==> src/design/trip_log_pkg.sv <==
// Shared constants for the trip status and alarm logger.
// Assumes a 32-bit Avalon-MM register bus with byte addresses.
package trip_log_pkg;
   // Trip word bit positions
   localparam int BIT_OVERSPEED = 0;
   localparam int BIT_MISSING_PULSE = 1;
   localparam int BIT_FIELD_OVERCUR = 2;
   localparam int BIT_HEATSINK = 3;
   localparam int BIT_MOTOR_THERMAL = 4;
   localparam int BIT_ARM_VOLT_EXCESS = 5;
   localparam int BIT_SPEED_SENSE = 6;
   localparam int BIT_ENCODER = 7;
   localparam int BIT_FIELD_FAIL = 8;
   localparam int BIT_THREE_PHASE = 9;
   localparam int BIT_PHASE_LOCK = 10;
   localparam int BIT_LINK_RX = 11;
   localparam int BIT_STALL = 12;
   localparam int BIT_OVERCURRENT = 13;
   localparam int BIT_MISC = 14;
   localparam int BIT_CURRENT_XFMR = 15;
   // Widths and depths
   localparam int TRIP_W = 16;
   localparam int HIST_DEPTH = 10;
   // Reset value and fallback miscellaneous code
   localparam logic [15:0] NO_ALARM = 16'h0000;
   localparam logic [15:0] MISC_GENERIC = 16'h4000;
   // Extended codes of the miscellaneous class
   localparam logic [15:0] EXT_AUTOTUNE_ERR = 16'hf001;
   localparam logic [15:0] EXT_AUTOTUNE_ABORT = 16'hf002;
   localparam logic [15:0] EXT_PRE_READY = 16'hf003;
   localparam logic [15:0] EXT_CONTACTOR_DLY = 16'hf004;
   localparam logic [15:0] EXT_EXTERNAL = 16'hf005;
   localparam logic [15:0] EXT_REMOTE = 16'hf006;
   localparam logic [15:0] EXT_ENABLE_LOW = 16'hf007;
   localparam logic [15:0] EXT_SEQUENCING = 16'hf009;
   localparam logic [15:0] EXT_COMMS_TIMEOUT = 16'hf010;
   localparam logic [15:0] EXT_CONFIG_EN = 16'hf200;
   localparam logic [15:0] EXT_CALIBRATION = 16'hf300;
   localparam logic [15:0] EXT_NO_OP_STATION = 16'hf400;
   localparam logic [15:0] EXT_AUX_SUPPLY = 16'hff03;
   // Register byte offsets
   localparam logic [7:0] OFS_LIVE = 8'h00;
   localparam logic [7:0] OFS_FIRST = 8'h04;
   localparam logic [7:0] OFS_LAST = 8'h08;
   localparam logic [7:0] OFS_CTRL = 8'h0c;
   localparam logic [7:0] OFS_HIST0 = 8'h10;
   localparam logic [7:0] OFS_HIST_END = 8'h34;
   // Control register fields (write one to act)
   localparam int CTRL_CLR_LAST = 0;
   localparam int CTRL_CLR_HIST = 1;
   // Status fields read back at the control offset
   localparam int STAT_HEALTHY = 0;
   localparam int STAT_TRIPPED = 1;
   localparam int STAT_RUN = 2;
endpackage

==> src/design/trip_alarm_status_logger.sv <==
// Trip status and alarm logger: live word, first fault, last alarm, history.
// Assumes trip inputs and the run input are synchronous levels, the key a pulse,
// and an Avalon-MM master that holds its request until waitrequest is low.
`timescale 1ns/1ps
module trip_alarm_status_logger
   import trip_log_pkg::*;
(
   input wire logic clock, // System clock, 100 MHz
   input wire logic rst_n, // Synchronous reset, active low
   input wire logic [trip_log_pkg::TRIP_W-1:0] tripIn, // Detector levels
   input wire logic [15:0] miscCode, // Extended code while misc trip active
   input wire logic runCommandInput, // Start/run level
   input wire logic downKey, // Operator down key, one-cycle pulse
   output logic healthyOutput, // High while no trip latched; reset loads it low
   input wire logic [7:0] address, // Avalon byte address
   input wire logic read, // Avalon read request
   input wire logic write, // Avalon write request
   input wire logic [31:0] writedata, // Avalon write data
   output logic [31:0] readdata, // Avalon read data
   output logic waitrequest // Avalon stall, low for one answer cycle
);
   import trip_log_pkg::*;

   // Trip state
   logic [15:0] tripPrev_r; // Last cycle's detector levels
   logic [15:0] liveTrip_r; // Live trip word, also the latch
   logic [15:0] firstFault_r; // First-fault word
   logic [15:0] lastAlarm_r; // Last-alarm code
   logic [15:0] hist_r [HIST_DEPTH]; // Index 0 newest
   logic runPrev_r; // Run level one cycle ago
   logic healthy_r; // Registered healthy output
   // Bus state
   logic ack_r; // Answer cycle in progress
   logic wait_r; // Registered waitrequest
   logic [31:0] rdata_r; // Registered read data

   // Validate an extended code; unknown ones fall back to the class bit
   function automatic logic [15:0] misc_report(input logic [15:0] code);
      case (code)
         EXT_AUTOTUNE_ERR, EXT_AUTOTUNE_ABORT, EXT_PRE_READY, EXT_CONTACTOR_DLY,
         EXT_EXTERNAL, EXT_REMOTE, EXT_ENABLE_LOW, EXT_SEQUENCING,
         EXT_COMMS_TIMEOUT: misc_report = code;
         EXT_CONFIG_EN, EXT_CALIBRATION, EXT_NO_OP_STATION,
         EXT_AUX_SUPPLY: misc_report = code;
         default: misc_report = MISC_GENERIC;
      endcase
   endfunction

   // Event decode
   wire [15:0] newTrips = tripIn & ~tripPrev_r; // Rising edges only
   wire anyNew = |newTrips;
   wire startRise = runCommandInput & ~runPrev_r; // Reset action
   // Sum of codes: each detector owns one bit, so OR equals the sum
   wire [15:0] liveSet = liveTrip_r | tripIn; // Latch new trips
   // On start only still-active trips survive; zero when none remain
   wire [15:0] liveNxt = startRise ? tripIn : liveSet;
   // First fault: capture only into an empty word, start clears it
   wire firstEmpty = (firstFault_r == NO_ALARM);
   // A trip rising in the start cycle becomes the new first fault: capture beats clear
   wire [15:0] firstNxt = startRise ? newTrips :
                          (firstEmpty && anyNew) ? newTrips : firstFault_r;
   // Last alarm code, miscellaneous class replaced by its extended code
   wire [15:0] lastCode = newTrips[BIT_MISC] ? misc_report(miscCode) : newTrips;
   // Bus decode
   wire req = read | write;
   wire takeWrite = write & ack_r; // Effective at the edge that sees waitrequest low
   wire ctrlHit = (address == OFS_CTRL);
   wire clrLast = downKey | (takeWrite & ctrlHit & writedata[CTRL_CLR_LAST]);
   wire clrHist = takeWrite & ctrlHit & writedata[CTRL_CLR_HIST];
   wire histHit = (address >= OFS_HIST0) && (address <= OFS_HIST_END)
                  && (address[1:0] == 2'b00);
   wire [7:0] histOfs = address - OFS_HIST0;
   wire [3:0] histIdx = histOfs[5:2];
   wire [15:0] histWord = histHit ? hist_r[histIdx] : NO_ALARM;
   wire [31:0] statWord = {29'h0, runCommandInput, |liveTrip_r, healthy_r};
   wire [31:0] rdNxt = (address == OFS_LIVE) ? {16'h0, liveTrip_r} :
                       (address == OFS_FIRST) ? {16'h0, firstFault_r} :
                       (address == OFS_LAST) ? {16'h0, lastAlarm_r} :
                       ctrlHit ? statWord :
                       histHit ? {16'h0, histWord} : 32'h0000_0000;

   // Edge detectors and live latch
   always_ff @(posedge clock) begin
      if (!rst_n) begin
         tripPrev_r <= NO_ALARM;
         runPrev_r <= 1'b0;
         liveTrip_r <= NO_ALARM;
         firstFault_r <= NO_ALARM;
         healthy_r <= 1'b0;
      end else begin
         tripPrev_r <= tripIn;
         runPrev_r <= runCommandInput;
         liveTrip_r <= liveNxt;
         firstFault_r <= firstNxt;
         healthy_r <= ~(|liveNxt);
      end
   end

   // Last alarm: a new event wins over a clear in the same cycle
   always_ff @(posedge clock) begin
      if (!rst_n) begin
         lastAlarm_r <= NO_ALARM;
      end else if (anyNew) begin
         lastAlarm_r <= lastCode;
      end else if (clrLast) begin
         lastAlarm_r <= NO_ALARM;
      end
   end

   // History shift register, one stage per entry
   genvar gi;
   generate
      for (gi = 0; gi < HIST_DEPTH; gi++) begin : g_hist
         wire [15:0] histIn; // Value pushed into this entry
         // Entry one takes the event, the rest their younger neighbour
         if (gi == 0) begin : g_head
            assign histIn = newTrips;
         end else begin : g_body
            // A software clear in a push cycle zeroes this entry; oldest falls off the end
            assign histIn = clrHist ? NO_ALARM : hist_r[gi-1];
         end
         always_ff @(posedge clock) begin
            if (!rst_n) begin
               hist_r[gi] <= NO_ALARM;
            end else if (anyNew) begin
               hist_r[gi] <= histIn;
            end else if (clrHist) begin
               hist_r[gi] <= NO_ALARM;
            end
         end
      end
   endgenerate

   // Avalon slave: one wait cycle, then a single answer cycle
   always_ff @(posedge clock) begin
      if (!rst_n) begin
         ack_r <= 1'b0;
         wait_r <= 1'b1;
         rdata_r <= 32'h0000_0000;
      end else if (req && !ack_r) begin
         ack_r <= 1'b1; // Data settle into register now
         wait_r <= 1'b0;
         rdata_r <= read ? rdNxt : 32'h0000_0000;
      end else begin
         ack_r <= 1'b0; // Master releases after this edge
         wait_r <= 1'b1;
         rdata_r <= 32'h0000_0000;
      end
   end

   assign healthyOutput = healthy_r;
   assign readdata = rdata_r;
   assign waitrequest = wait_r;
endmodule

==> config.mk <==
export PLATFORM = sky130hd
export DESIGN_NAME = trip_alarm_status_logger
export DESIGN_NICKNAME = d
export VERILOG_FILES = /design/src/design/trip_log_pkg.sv /design/src/design/trip_alarm_status_logger.sv
export SDC_FILE = /design/constraint.sdc
export NUM_CORES = 1
export LEC_CHECK = 0
export ABC_AREA = 1
export ABC_CLOCK_PERIOD_IN_PS = 7930
export BUFFER_PORTS_ARGS = -buffer_cell sky130_fd_sc_hd__buf_2
export CORE_MARGIN = 2
export CORE_UTILIZATION = 50
export DETAILED_ROUTE_END_ITERATION = 10
export GPL_TIMING_DRIVEN = 0
export PLACE_DENSITY = 0.69
export REMOVE_ABC_BUFFERS = 1
export SYNTH_ARGS = -nofsm -noshare
export SYNTH_HDL_FRONTEND = slang
export SYNTH_SLANG_ARGS = --single-unit
==> constraint.sdc <==
create_clock -name clock -period 7.93 [get_ports clock]
set_input_delay 1.1895 -clock clock [delete_from_list [all_inputs] [get_ports clock]]
set_output_delay 1.1895 -clock clock [all_outputs]
set_load 0.03 [all_outputs]
==> impl_metrics.tcl, run 1 <==
set metrics [dict create \
    seq_power_share 0.501 \
    htree_levels 1 \
    synth_edf_count 160 \
    die_w_um 156.2 \
    ctsHoldBuffers 0 \
    avgSynthCellArea_um2 8.761 \
    r2r-end "hist_r[0][12]" \
    syn_inst 1322 \
    drv_cap 0 \
    worst_pin_slew_ns 1.320 \
    period_share 0.5773 \
    grt_util_all_layers 0.2232 \
    dp.final_hpwl_um 17090 \
    r2r-start "tripPrev_r[14]" \
    core-area_um2 22710 \
    io_pins 112 \
    hold_start "lastAlarm_r[14]" \
    wl_per_cell_um 16.35 \
    crit_path_end_kind "register" \
    ff2ff_setup_slack_ns 5.11 \
    drv_slew 0 \
    switching_share 0.2423 \
    synth_top_cell_by_area "edfxtp_1" \
    fin_ws_ns 3.352 \
    intPower_mw 2.111 \
    power.switching_mw 0.6748 \
    initial_core_util 0.5100 \
    relSlewSlack 0.1202 \
    status "completed" \
    required_ns 8.34 \
    crit_arrival_ns 4.99 \
    clkPwrFrac 0.416 \
    gr-total-overflow 0 \
    p_per_area_nw_per_um2 217.8 \
    postRouteAntennaNets 0 \
    cts_root_buf "clkbuf_16" \
    path_class "input pin to register" \
    die_height_um 156.2 \
    whs_ns 0.4640 \
    hp-class "register to register" \
    final_net_count 1441 \
    ff2ff_path_depth 8 \
    fin_crit_ns 4.578 \
    vias 8703 \
    pre_cts_ws_ns 2.921 \
    rows 55 \
    finalHoldViolCount 0 \
    synthFlopType "edfxtp_1" \
    rsz0062_at_grt "false" \
    finalSetupViolCount 0 \
    ys_types 37 \
    irDropWorstVdd_mv 0.1800 \
    seq_area_frac_synth 0.5600 \
    drive_above_1_share 0.1493 \
    gp_congestion 0.8912 \
    tns_ns 0 \
    layout.cells.non_filler 1665 \
    ys_seq_elements 244 \
    cts_tree "built" \
    drt_iter0_drc 907 \
    cp_max_fo 21 \
    synth_commonest_cells "inv_1, nor2_1, nand2_1, edfxtp_1, dfxtp_1" \
    grt_pass1_wl_um 42940 \
    via_per_inst 5.227 \
    numCtsBuffers 26 \
    multi_input_area_um2 3782 \
    worstHoldPathCells 2 \
    totalWireLength_um 27220 \
    grt_max_degree 120 \
    power_leakage_nw 5.622 \
    ys_warn_count 0 \
    synthArstFlopShare 0 \
    firstDrtPassIters 5 \
    ff_latch_area_um2 6486 \
    antenna_found_initial 0 \
    ctsResizeCount 0 \
    n_antenna_cell 0 \
    synth.most_common_cell "inv_1" \
    clock_path_buffers 3 \
    combPwrFrac 0.082 \
    grt_pass1_vias 8147 \
    fillers 2072 \
    synth_top_area_frac 0.4148 \
    synth_top_cells_by_area "edfxtp_1, dfxtp_1, inv_1, nor2_1, nand2_1" \
    post-cts-setup-buffers 0 \
    clkTransAtPathRegs_ns 0.06 \
    synth_area_um2 11580 \
    area_growth_pct 10.40 \
    cts_sinks 244 \
    critPathLaunchType "input pin" \
    fmax_mhz 218.4 \
    min_to "lastAlarm_r[14]" \
    port_buffers 65 \
    drc 0 \
    clock_latency_ns 0.52 \
    dieArea_um2 24400 \
    skew_ns 0.01221 \
    placed_cells 1617 \
]
[power groups by stage]
stage | Sequential [mW] | Combinational [mW] | Clock (mW)
2_1_floorplan | 1.42 | 0.148 | 0
3_3_place_gp | 1.42 | 0.220 | 0
3_5_place_dp | 1.42 | 0.227 | 0
4_1_cts | 1.40 | 0.228 | 1.17
5_1_grt | 1.40 | 0.255 | 1.22
6_report | 1.40 | 0.229 | 1.16
[registers in the layout, indices dropped and copies added, names as in the netlist]
name	cells
ack_r	1
healthyOutput	1
waitrequest	1
readdata	16
liveTrip_r	16
hist_r	160
firstFault_r	16
runPrev_r	1
tripPrev_r	16
lastAlarm_r	16
[logic make-up after synthesis]
logic type,count (synthesis),share of synthesized area
simple gates,640,0.2547
buf+inv,321,0.1206
flops,244,0.5600
compound gates,113,0.06114
fa+ha+maj,3,0.003241
other cells,1,0.0003238
[critical path, stage by stage]
cell and delay (ns):
buf_2 0.28, inv_1 0.64, ha_1 0.33, inv_1 0.05, nor2_1 0.13, inv_1 0.08
nor2_1 0.91, inv_1 0.75, nor2_1 0.24, nor2_1 0.09, nand2_1 0.18, inv_1 0.07
[layer usage]
layer	global-route usage	vias up	share of wire
li1	-	4258	-
met1	0.3162	4086	0.45
met2	0.3592	315	0.46
met3	0.03056	44	0.063
met4	0.06772	0	0.025
met5	0	-	0
[cell usage in the layout, fill, tap and decap left out, types with 6 or more instances in the layout]
cell | Yosys | layout
a211oi_1 | 16 | 16
a21oi_1 | 46 | 46
a22oi_1 | 36 | 36
buf_2 | 22 | 65
clkbuf_16 | 0 | 27
clkinv_2 | 0 | 10
conb_1 | 1 | 16
dfxtp_1 | 84 | 84
edfxtp_1 | 160 | 160
inv_1 | 240 | 240
inv_2 | 6 | 6
nand2_1 | 205 | 205
nand3_1 | 67 | 66
nand4_1 | 39 | 39
nor2_1 | 222 | 222
nor2_2 | 64 | 63
nor2_4 | 5 | 6
nor4_1 | 9 | 9
o21ai_0 | 10 | 10
or2_1 | 9 | 9
[through the flow]
| stage | utilization | cell area (um2) | total power, mW |
|---|---|---|---|
| floorplan | - | 11170 | 1.567 |
| finish | 0.5631 | 12790 | 2.785 |
| detailed placement | 0.5273 | 11980 | 1.650 |
| CTS | 0.5631 | 12790 | 2.791 |
| global route | 0.5631 | 12790 | 2.872 |
| global placement | 0.5220 | 11850 | 1.643 |
[worst max-delay path by stage]
| stage | start | end | cells past startpoint |
|---|---|---|---|
| floorplan | address[4] | hist_r[0][0] | 6 |
| global placement | address[4] | hist_r[3][15] | 7 |
| detailed placement | address[4] | readdata[5] | 12 |
| CTS | address[4] | readdata[5] | 12 |
| global route | address[2] | readdata[5] | 9 |
| finish | address[4] | readdata[5] | 12 |
[cell type report]
cell class | count | share of cell area
Sequential cell | 244 | 0.5072
Timing Repair Buffer | 69 | 0.03288
Clock buffer | 38 | 0.05959
Tap cell | 285 | 0.02789
Clock inverter | 10 | 0.003914
Inverter | 247 | 0.07270
Multi-Input combinational cell | 772 | 0.2958
Power figures use the tool's default switching activity.
==> inputs of run 2 (changes only) <==
- ABC_AREA: 1 -> 0
- ABC_CLOCK_PERIOD_IN_PS: 7930 -> 3650
- PLACE_DENSITY: 0.69 -> 0.72
- clock period: 7.93 -> 3.65 ns (I/O delays scaled with it)
==> run 2 against run 1 <==
Net effect:
- power is 130% higher
- global-route usage fell by 1.5 points
- final cell count is 26% lower
- synthesized cell count down 32%
- largest power group unchanged
- design area shrank 2.9%
- critical path type unchanged
==> impl_metrics.tcl, run 2 <==
set metrics [dict create \
    status "completed" \
    ctsResizeCount 0 \
    met2_usage 0.3280 \
    grt_pass1_wl_um 38670 \
    wl_per_cell_um 19.88 \
    antenna_found_initial 0 \
    grt_pass1_vias 6864 \
    dieArea_um2 23240 \
    power_leakage_nw 5.086 \
    path_class "input pin to register" \
    synth_commonest_cells "and2_1, edfxtp_1, dfxtp_1, nor2b_1, clkbuf_1" \
    post-cts-setup-buffers 0 \
    synth.most_common_cell "and2_1" \
    grt_util_met3 0.03242 \
    firstDrtPassIters 6 \
    synthArstFlopShare 0 \
    critPathCapture "hist_r[8][13]" \
    crit_path_end_kind "register" \
    irDropWorstVdd_mv 0.3356 \
    ys_seq_elements 244 \
    fmax_mhz 318.1 \
    worst_pin_slew_ns 1.383 \
    rows 54 \
    io_pins 112 \
    drt_iter0_drc 536 \
    htree_levels 1 \
    final_common_cell "and2_1" \
    cp_max_fo 53 \
    hp-class "input pin to register" \
    grt_max_degree 87 \
    cts_tree "built" \
    synth_area_um2 11020 \
    die_height_um 152.4 \
    avgSynthCellArea_um2 12.27 \
    relSlewSlack 0.07793 \
    whs_ns 0.2567 \
    die_w_um 152.4 \
    totalWireLength_um 24590 \
    most-common-layout-cells "and2_1, edfxtp_1, dfxtp_1" \
    cts_sinks 244 \
    numCtsBuffers 26 \
    final_net_count 1018 \
    use_met1 0.3072 \
    clock_path_buffers 3 \
    synth_edf_count 160 \
    critPathLaunchType "input pin" \
    required_ns 3.78 \
    via_per_inst 5.763 \
    fin_crit_ns 3.143 \
    postRouteAntennaNets 0 \
    syn_inst 898 \
    largest-register "hist_r" \
    vias 7129 \
    cts_root_buf "clkbuf_16" \
    clock_latency_ns 0.53 \
    ys_types 50 \
    crit_start "address[3]" \
    ctsHoldBuffers 0 \
    period_share 0.8612 \
    r2r-end "hist_r[8][13]" \
    rsz0062_at_grt "false" \
    initial_core_util 0.5064 \
    core-area_um2 21760 \
    ff2ff_setup_slack_ns 1.03 \
    area_growth_pct 12.71 \
    ys_warn_count 0 \
    p_per_area_nw_per_um2 513.2 \
    largest_register_ffs 160 \
    synthFlopType "edfxtp_1" \
    port_buffers 65 \
    skew_ns 0.01695 \
    crit_arrival_ns 3.28 \
    finalHoldViolCount 0 \
    grt_util_all_layers 0.2084 \
    clkTransAtPathRegs_ns 0.06 \
    synth_top_cell_by_area "edfxtp_1" \
    drc 0 \
    ff2ff_path_depth 4 \
    dp.final_hpwl_um 15590 \
    n_antenna_cell 0 \
    r2r-start "tripPrev_r[14]" \
    top_usage_layer "met2" \
    seq_area_frac_synth 0.5888 \
    gr-total-overflow 0 \
    drive_above_1_share 0.1599 \
    worstHoldPathCells 2 \
    finalSetupViolCount 0 \
    synth_top_area_frac 0.4361 \
    synth_top_cells_by_area "edfxtp_1, dfxtp_1, and2_1, mux4_2, nor2b_1" \
    gp_congestion 0.8620 \
    total_power_mw 6.372 \
    drv_cap 0 \
    drv_slew 0 \
]
run 2: cell count changes after synthesis, moves of 34 or more:
cell / delta
nor2_1: -214
inv_1: -205
nand2_1: -179
and2_1: +169
nor2_2: -63
nor2b_1: +51
a22oi_1: -36
nand4_1: -36
nand3_1: -34
run 2: how the worst min path moves through the flow:
| stage | to | slack, ns | from |
|---|---|---|---|
| 2_1_floorplan | lastAlarm_r[2] | 0.43 | lastAlarm_r[2] |
| 3_3_place_gp | lastAlarm_r[14] | 0.43 | lastAlarm_r[14] |
| 3_5_place_dp | lastAlarm_r[14] | 0.44 | lastAlarm_r[14] |
| 4_1_cts | waitrequest | 0.24 | read |
| 5_1_grt | waitrequest | 0.27 | read |
| 6_report | waitrequest | 0.26 | read |
run 2: cells by family after synthesis:
family	count (synthesis)	synth area share
AOI/OAI and AO/OA	143	0.08711
adders and majority gates	3	0.003408
buffers and inverters	110	0.05122
DFF	244	0.5888
muxes	50	0.08177
other	1	0.0003404
and+or+nand+nor	347	0.1874
run 2: layout make-up:
| type | count | area (um2) |
|---|---|---|
| clock inverter | 14 | 216.5 |
| fill | 1837 | 9339 |
| tap | 280 | 350.3 |
| clock buffer | 34 | 732.0 |
| inverter | 35 | 131.4 |
| timing repair buffer | 71 | 461.7 |
| sequential | 244 | 6486 |
| multi-input combinational | 559 | 4039 |
run 2: layer usage:
layer | up-vias | share of wire
met5 | - | 0
met4 | 0 | 0.020
met3 | 38 | 0.061
met2 | 228 | 0.46
met1 | 3544 | 0.46
li1 | 3319 | -
run 2: per-stage QoR:
step / instance area, um2 / utilization / setup slack (ns) / setup TNS (ns) / std cells
after global placement: 11320 / 0.5201 / -5.357 / -1148.86 / 1183
final: 12420 / 0.5707 / 0.5066 / 0 / 1237
after CTS: 12420 / 0.5707 / 0.4595 / 0 / 1237
after global routing: 12420 / 0.5707 / 0.2623 / 0 / 1237
after detailed placement: 11470 / 0.5271 / -0.05365 / -0.8283 / 1189
after floorplan: 10640 / - / -1.756 / -252.87 / 838
run 2: where the power goes:
group	switching, mW	internal [mW]	total (mW)
registers	0.0533	3.00	3.05
logic	0.279	0.156	0.435
clock network	1.06	1.83	2.89
run 2: critical path: stages:
cell and delay (ns):
buf_2 0.95, nand2_1 0.33, o41ai_2 0.49, nand2b_1 0.92
==> inputs of run 3 (changes only) <==
- BUFFER_PORTS_ARGS: -buffer_cell sky130_fd_sc_hd__buf_2 -> -buffer_cell sky130_fd_sc_hd__buf_4
==> run 3 against run 2 <==
Net effect:
- worst setup slack improved by 0.27 ns
- count of clock-buffer cells in the layout decreased by 3
- power fell by 2.8%
- highest routed layer unchanged
- wire length grew 0.53%
- global-route usage increased by 0.15 points
- largest power group unchanged
- hold slack worse by 0.011 ns
- largest cell class unchanged
- final cell count hardly changed
- clock power decreased by 7.3%
==> impl_metrics.tcl, run 3 (same netlist as run 2, synthesis figures left out) <==
set metrics [dict create \
    status "completed" \
    drv_cap 0 \
    cts_tree "built" \
    crit_arrival_ns 3.22 \
    grt_pass1_vias 6986 \
    vias 7144 \
    final_util 0.5763 \
    crit_start "address[4]" \
    io_pins 112 \
    dieArea_um2 23240 \
    skew_ns 0.01284 \
    clock_path_buffers 3 \
    clkTransAtPathRegs_ns 0.06 \
    dp.final_hpwl_um 15280 \
    numCtsBuffers 26 \
    r2r-start "tripPrev_r[14]" \
    ctsResizeCount 0 \
    final_area_um2 12540 \
    p_per_area_nw_per_um2 494.0 \
    ff2ff_path_depth 4 \
    period_share 0.7872 \
    path_class "input pin to register" \
    drive_above_1_share 0.1587 \
    ff2ff_setup_slack_ns 1.07 \
    area_growth_pct 13.80 \
    firstDrtPassIters 6 \
    finalHoldViolCount 0 \
    required_ns 3.99 \
    die_w_um 152.4 \
    rsz0062_at_grt "false" \
    cts_sinks 244 \
    final_common_cell "and2_1" \
    irDropWorstVdd_mv 0.3287 \
    final_net_count 1019 \
    ctsHoldBuffers 0 \
    relSlewSlack 0.005546 \
    total_power_mw 6.194 \
    gr-total-overflow 0 \
    worst_pin_slew_ns 1.489 \
    via_per_inst 5.771 \
    die_height_um 152.4 \
    antenna_found_initial 0 \
    fin_crit_ns 2.873 \
    finalSetupViolCount 0 \
    initial_core_util 0.5064 \
    most-common-layout-cells "and2_1, edfxtp_1, dfxtp_1" \
    fin_ws_ns 0.7766 \
    core-area_um2 21760 \
    htree_levels 1 \
    whs_ns 0.2458 \
    critPathCapture "readdata[12]" \
    pre_cts_ws_ns -0.2048 \
    wl_per_cell_um 19.97 \
    gp_congestion 0.8557 \
    power_leakage_nw 5.099 \
    fmax_mhz 348.0 \
    post-cts-setup-buffers 0 \
    place_area_um2 11630 \
    cts_root_buf "clkbuf_16" \
    port_buffers 65 \
    clock_latency_ns 0.52 \
    largest-register "hist_r" \
    cp_max_fo 20 \
    largest_register_ffs 160 \
    drc 0 \
    fillers 1821 \
    grt_pass1_wl_um 38900 \
    crit_path_end_kind "register" \
    totalWireLength_um 24720 \
    hp-class "input pin to register" \
    drv_slew 0 \
    grt_util_all_layers 0.2099 \
    rows 54 \
    n_antenna_cell 0 \
    critPathLaunchType "input pin" \
    grt_max_degree 100 \
    postRouteAntennaNets 0 \
    drt_iter0_drc 604 \
    r2r-end "hist_r[8][13]" \
]
run 3: where the power goes:
group          leakage [nW]  internal [mW]  switching (mW)
combinational          2.02          0.174           0.283
sequential             2.65           3.00          0.0553
clock                 0.427           1.63            1.06
run 3: final cells by class:
cell class                 count  area (um2)  area share
clock inverter                17       180.2     0.01437
timing repair buffer          72       656.9     0.05240
tap                          280       350.3     0.02794
multi-input combinational    559        4041      0.3224
clock buffer                  31       690.7     0.05509
inverter                      35       131.4     0.01048
sequential                   244        6486      0.5174
run 3: critical path, cell delays in order:
cell	delay [ns]
buf_4	0.11
inv_1	0.08
ha_1	0.95
nand2_1	0.78
o22ai_1	0.36
nor3_1	0.11
a21oi_1	0.17
a211oi_1	0.09
run 3: worst min path at each step:
stage	endpoint	from	cells past startpoint
floorplan	lastAlarm_r[2]	lastAlarm_r[2]	1
global placement	lastAlarm_r[14]	lastAlarm_r[14]	1
global route	tripPrev_r[0]	tripIn[0]	2
CTS	waitrequest	read	2
detailed placement	lastAlarm_r[14]	lastAlarm_r[14]	1
finish	waitrequest	read	2
run 3: through the flow:
| step | std cells | TNS, ns |
|---|---|---|
| global placement | 1183 | -888.99 |
| floorplan | 838 | -252.87 |
| CTS | 1237 | 0 |
| finish | 1238 | 0 |
| detailed placement | 1189 | -3.247 |
| global route | 1238 | 0 |
run 3: routing by layer:
layer,routed length [um],up-vias,GRT usage
li1,-,3324,-
met1,11000,3508,0.3060
met2,11280,267,0.3278
met5,0,-,0
met3,1677,45,0.02759
met4,769,0,0.07231
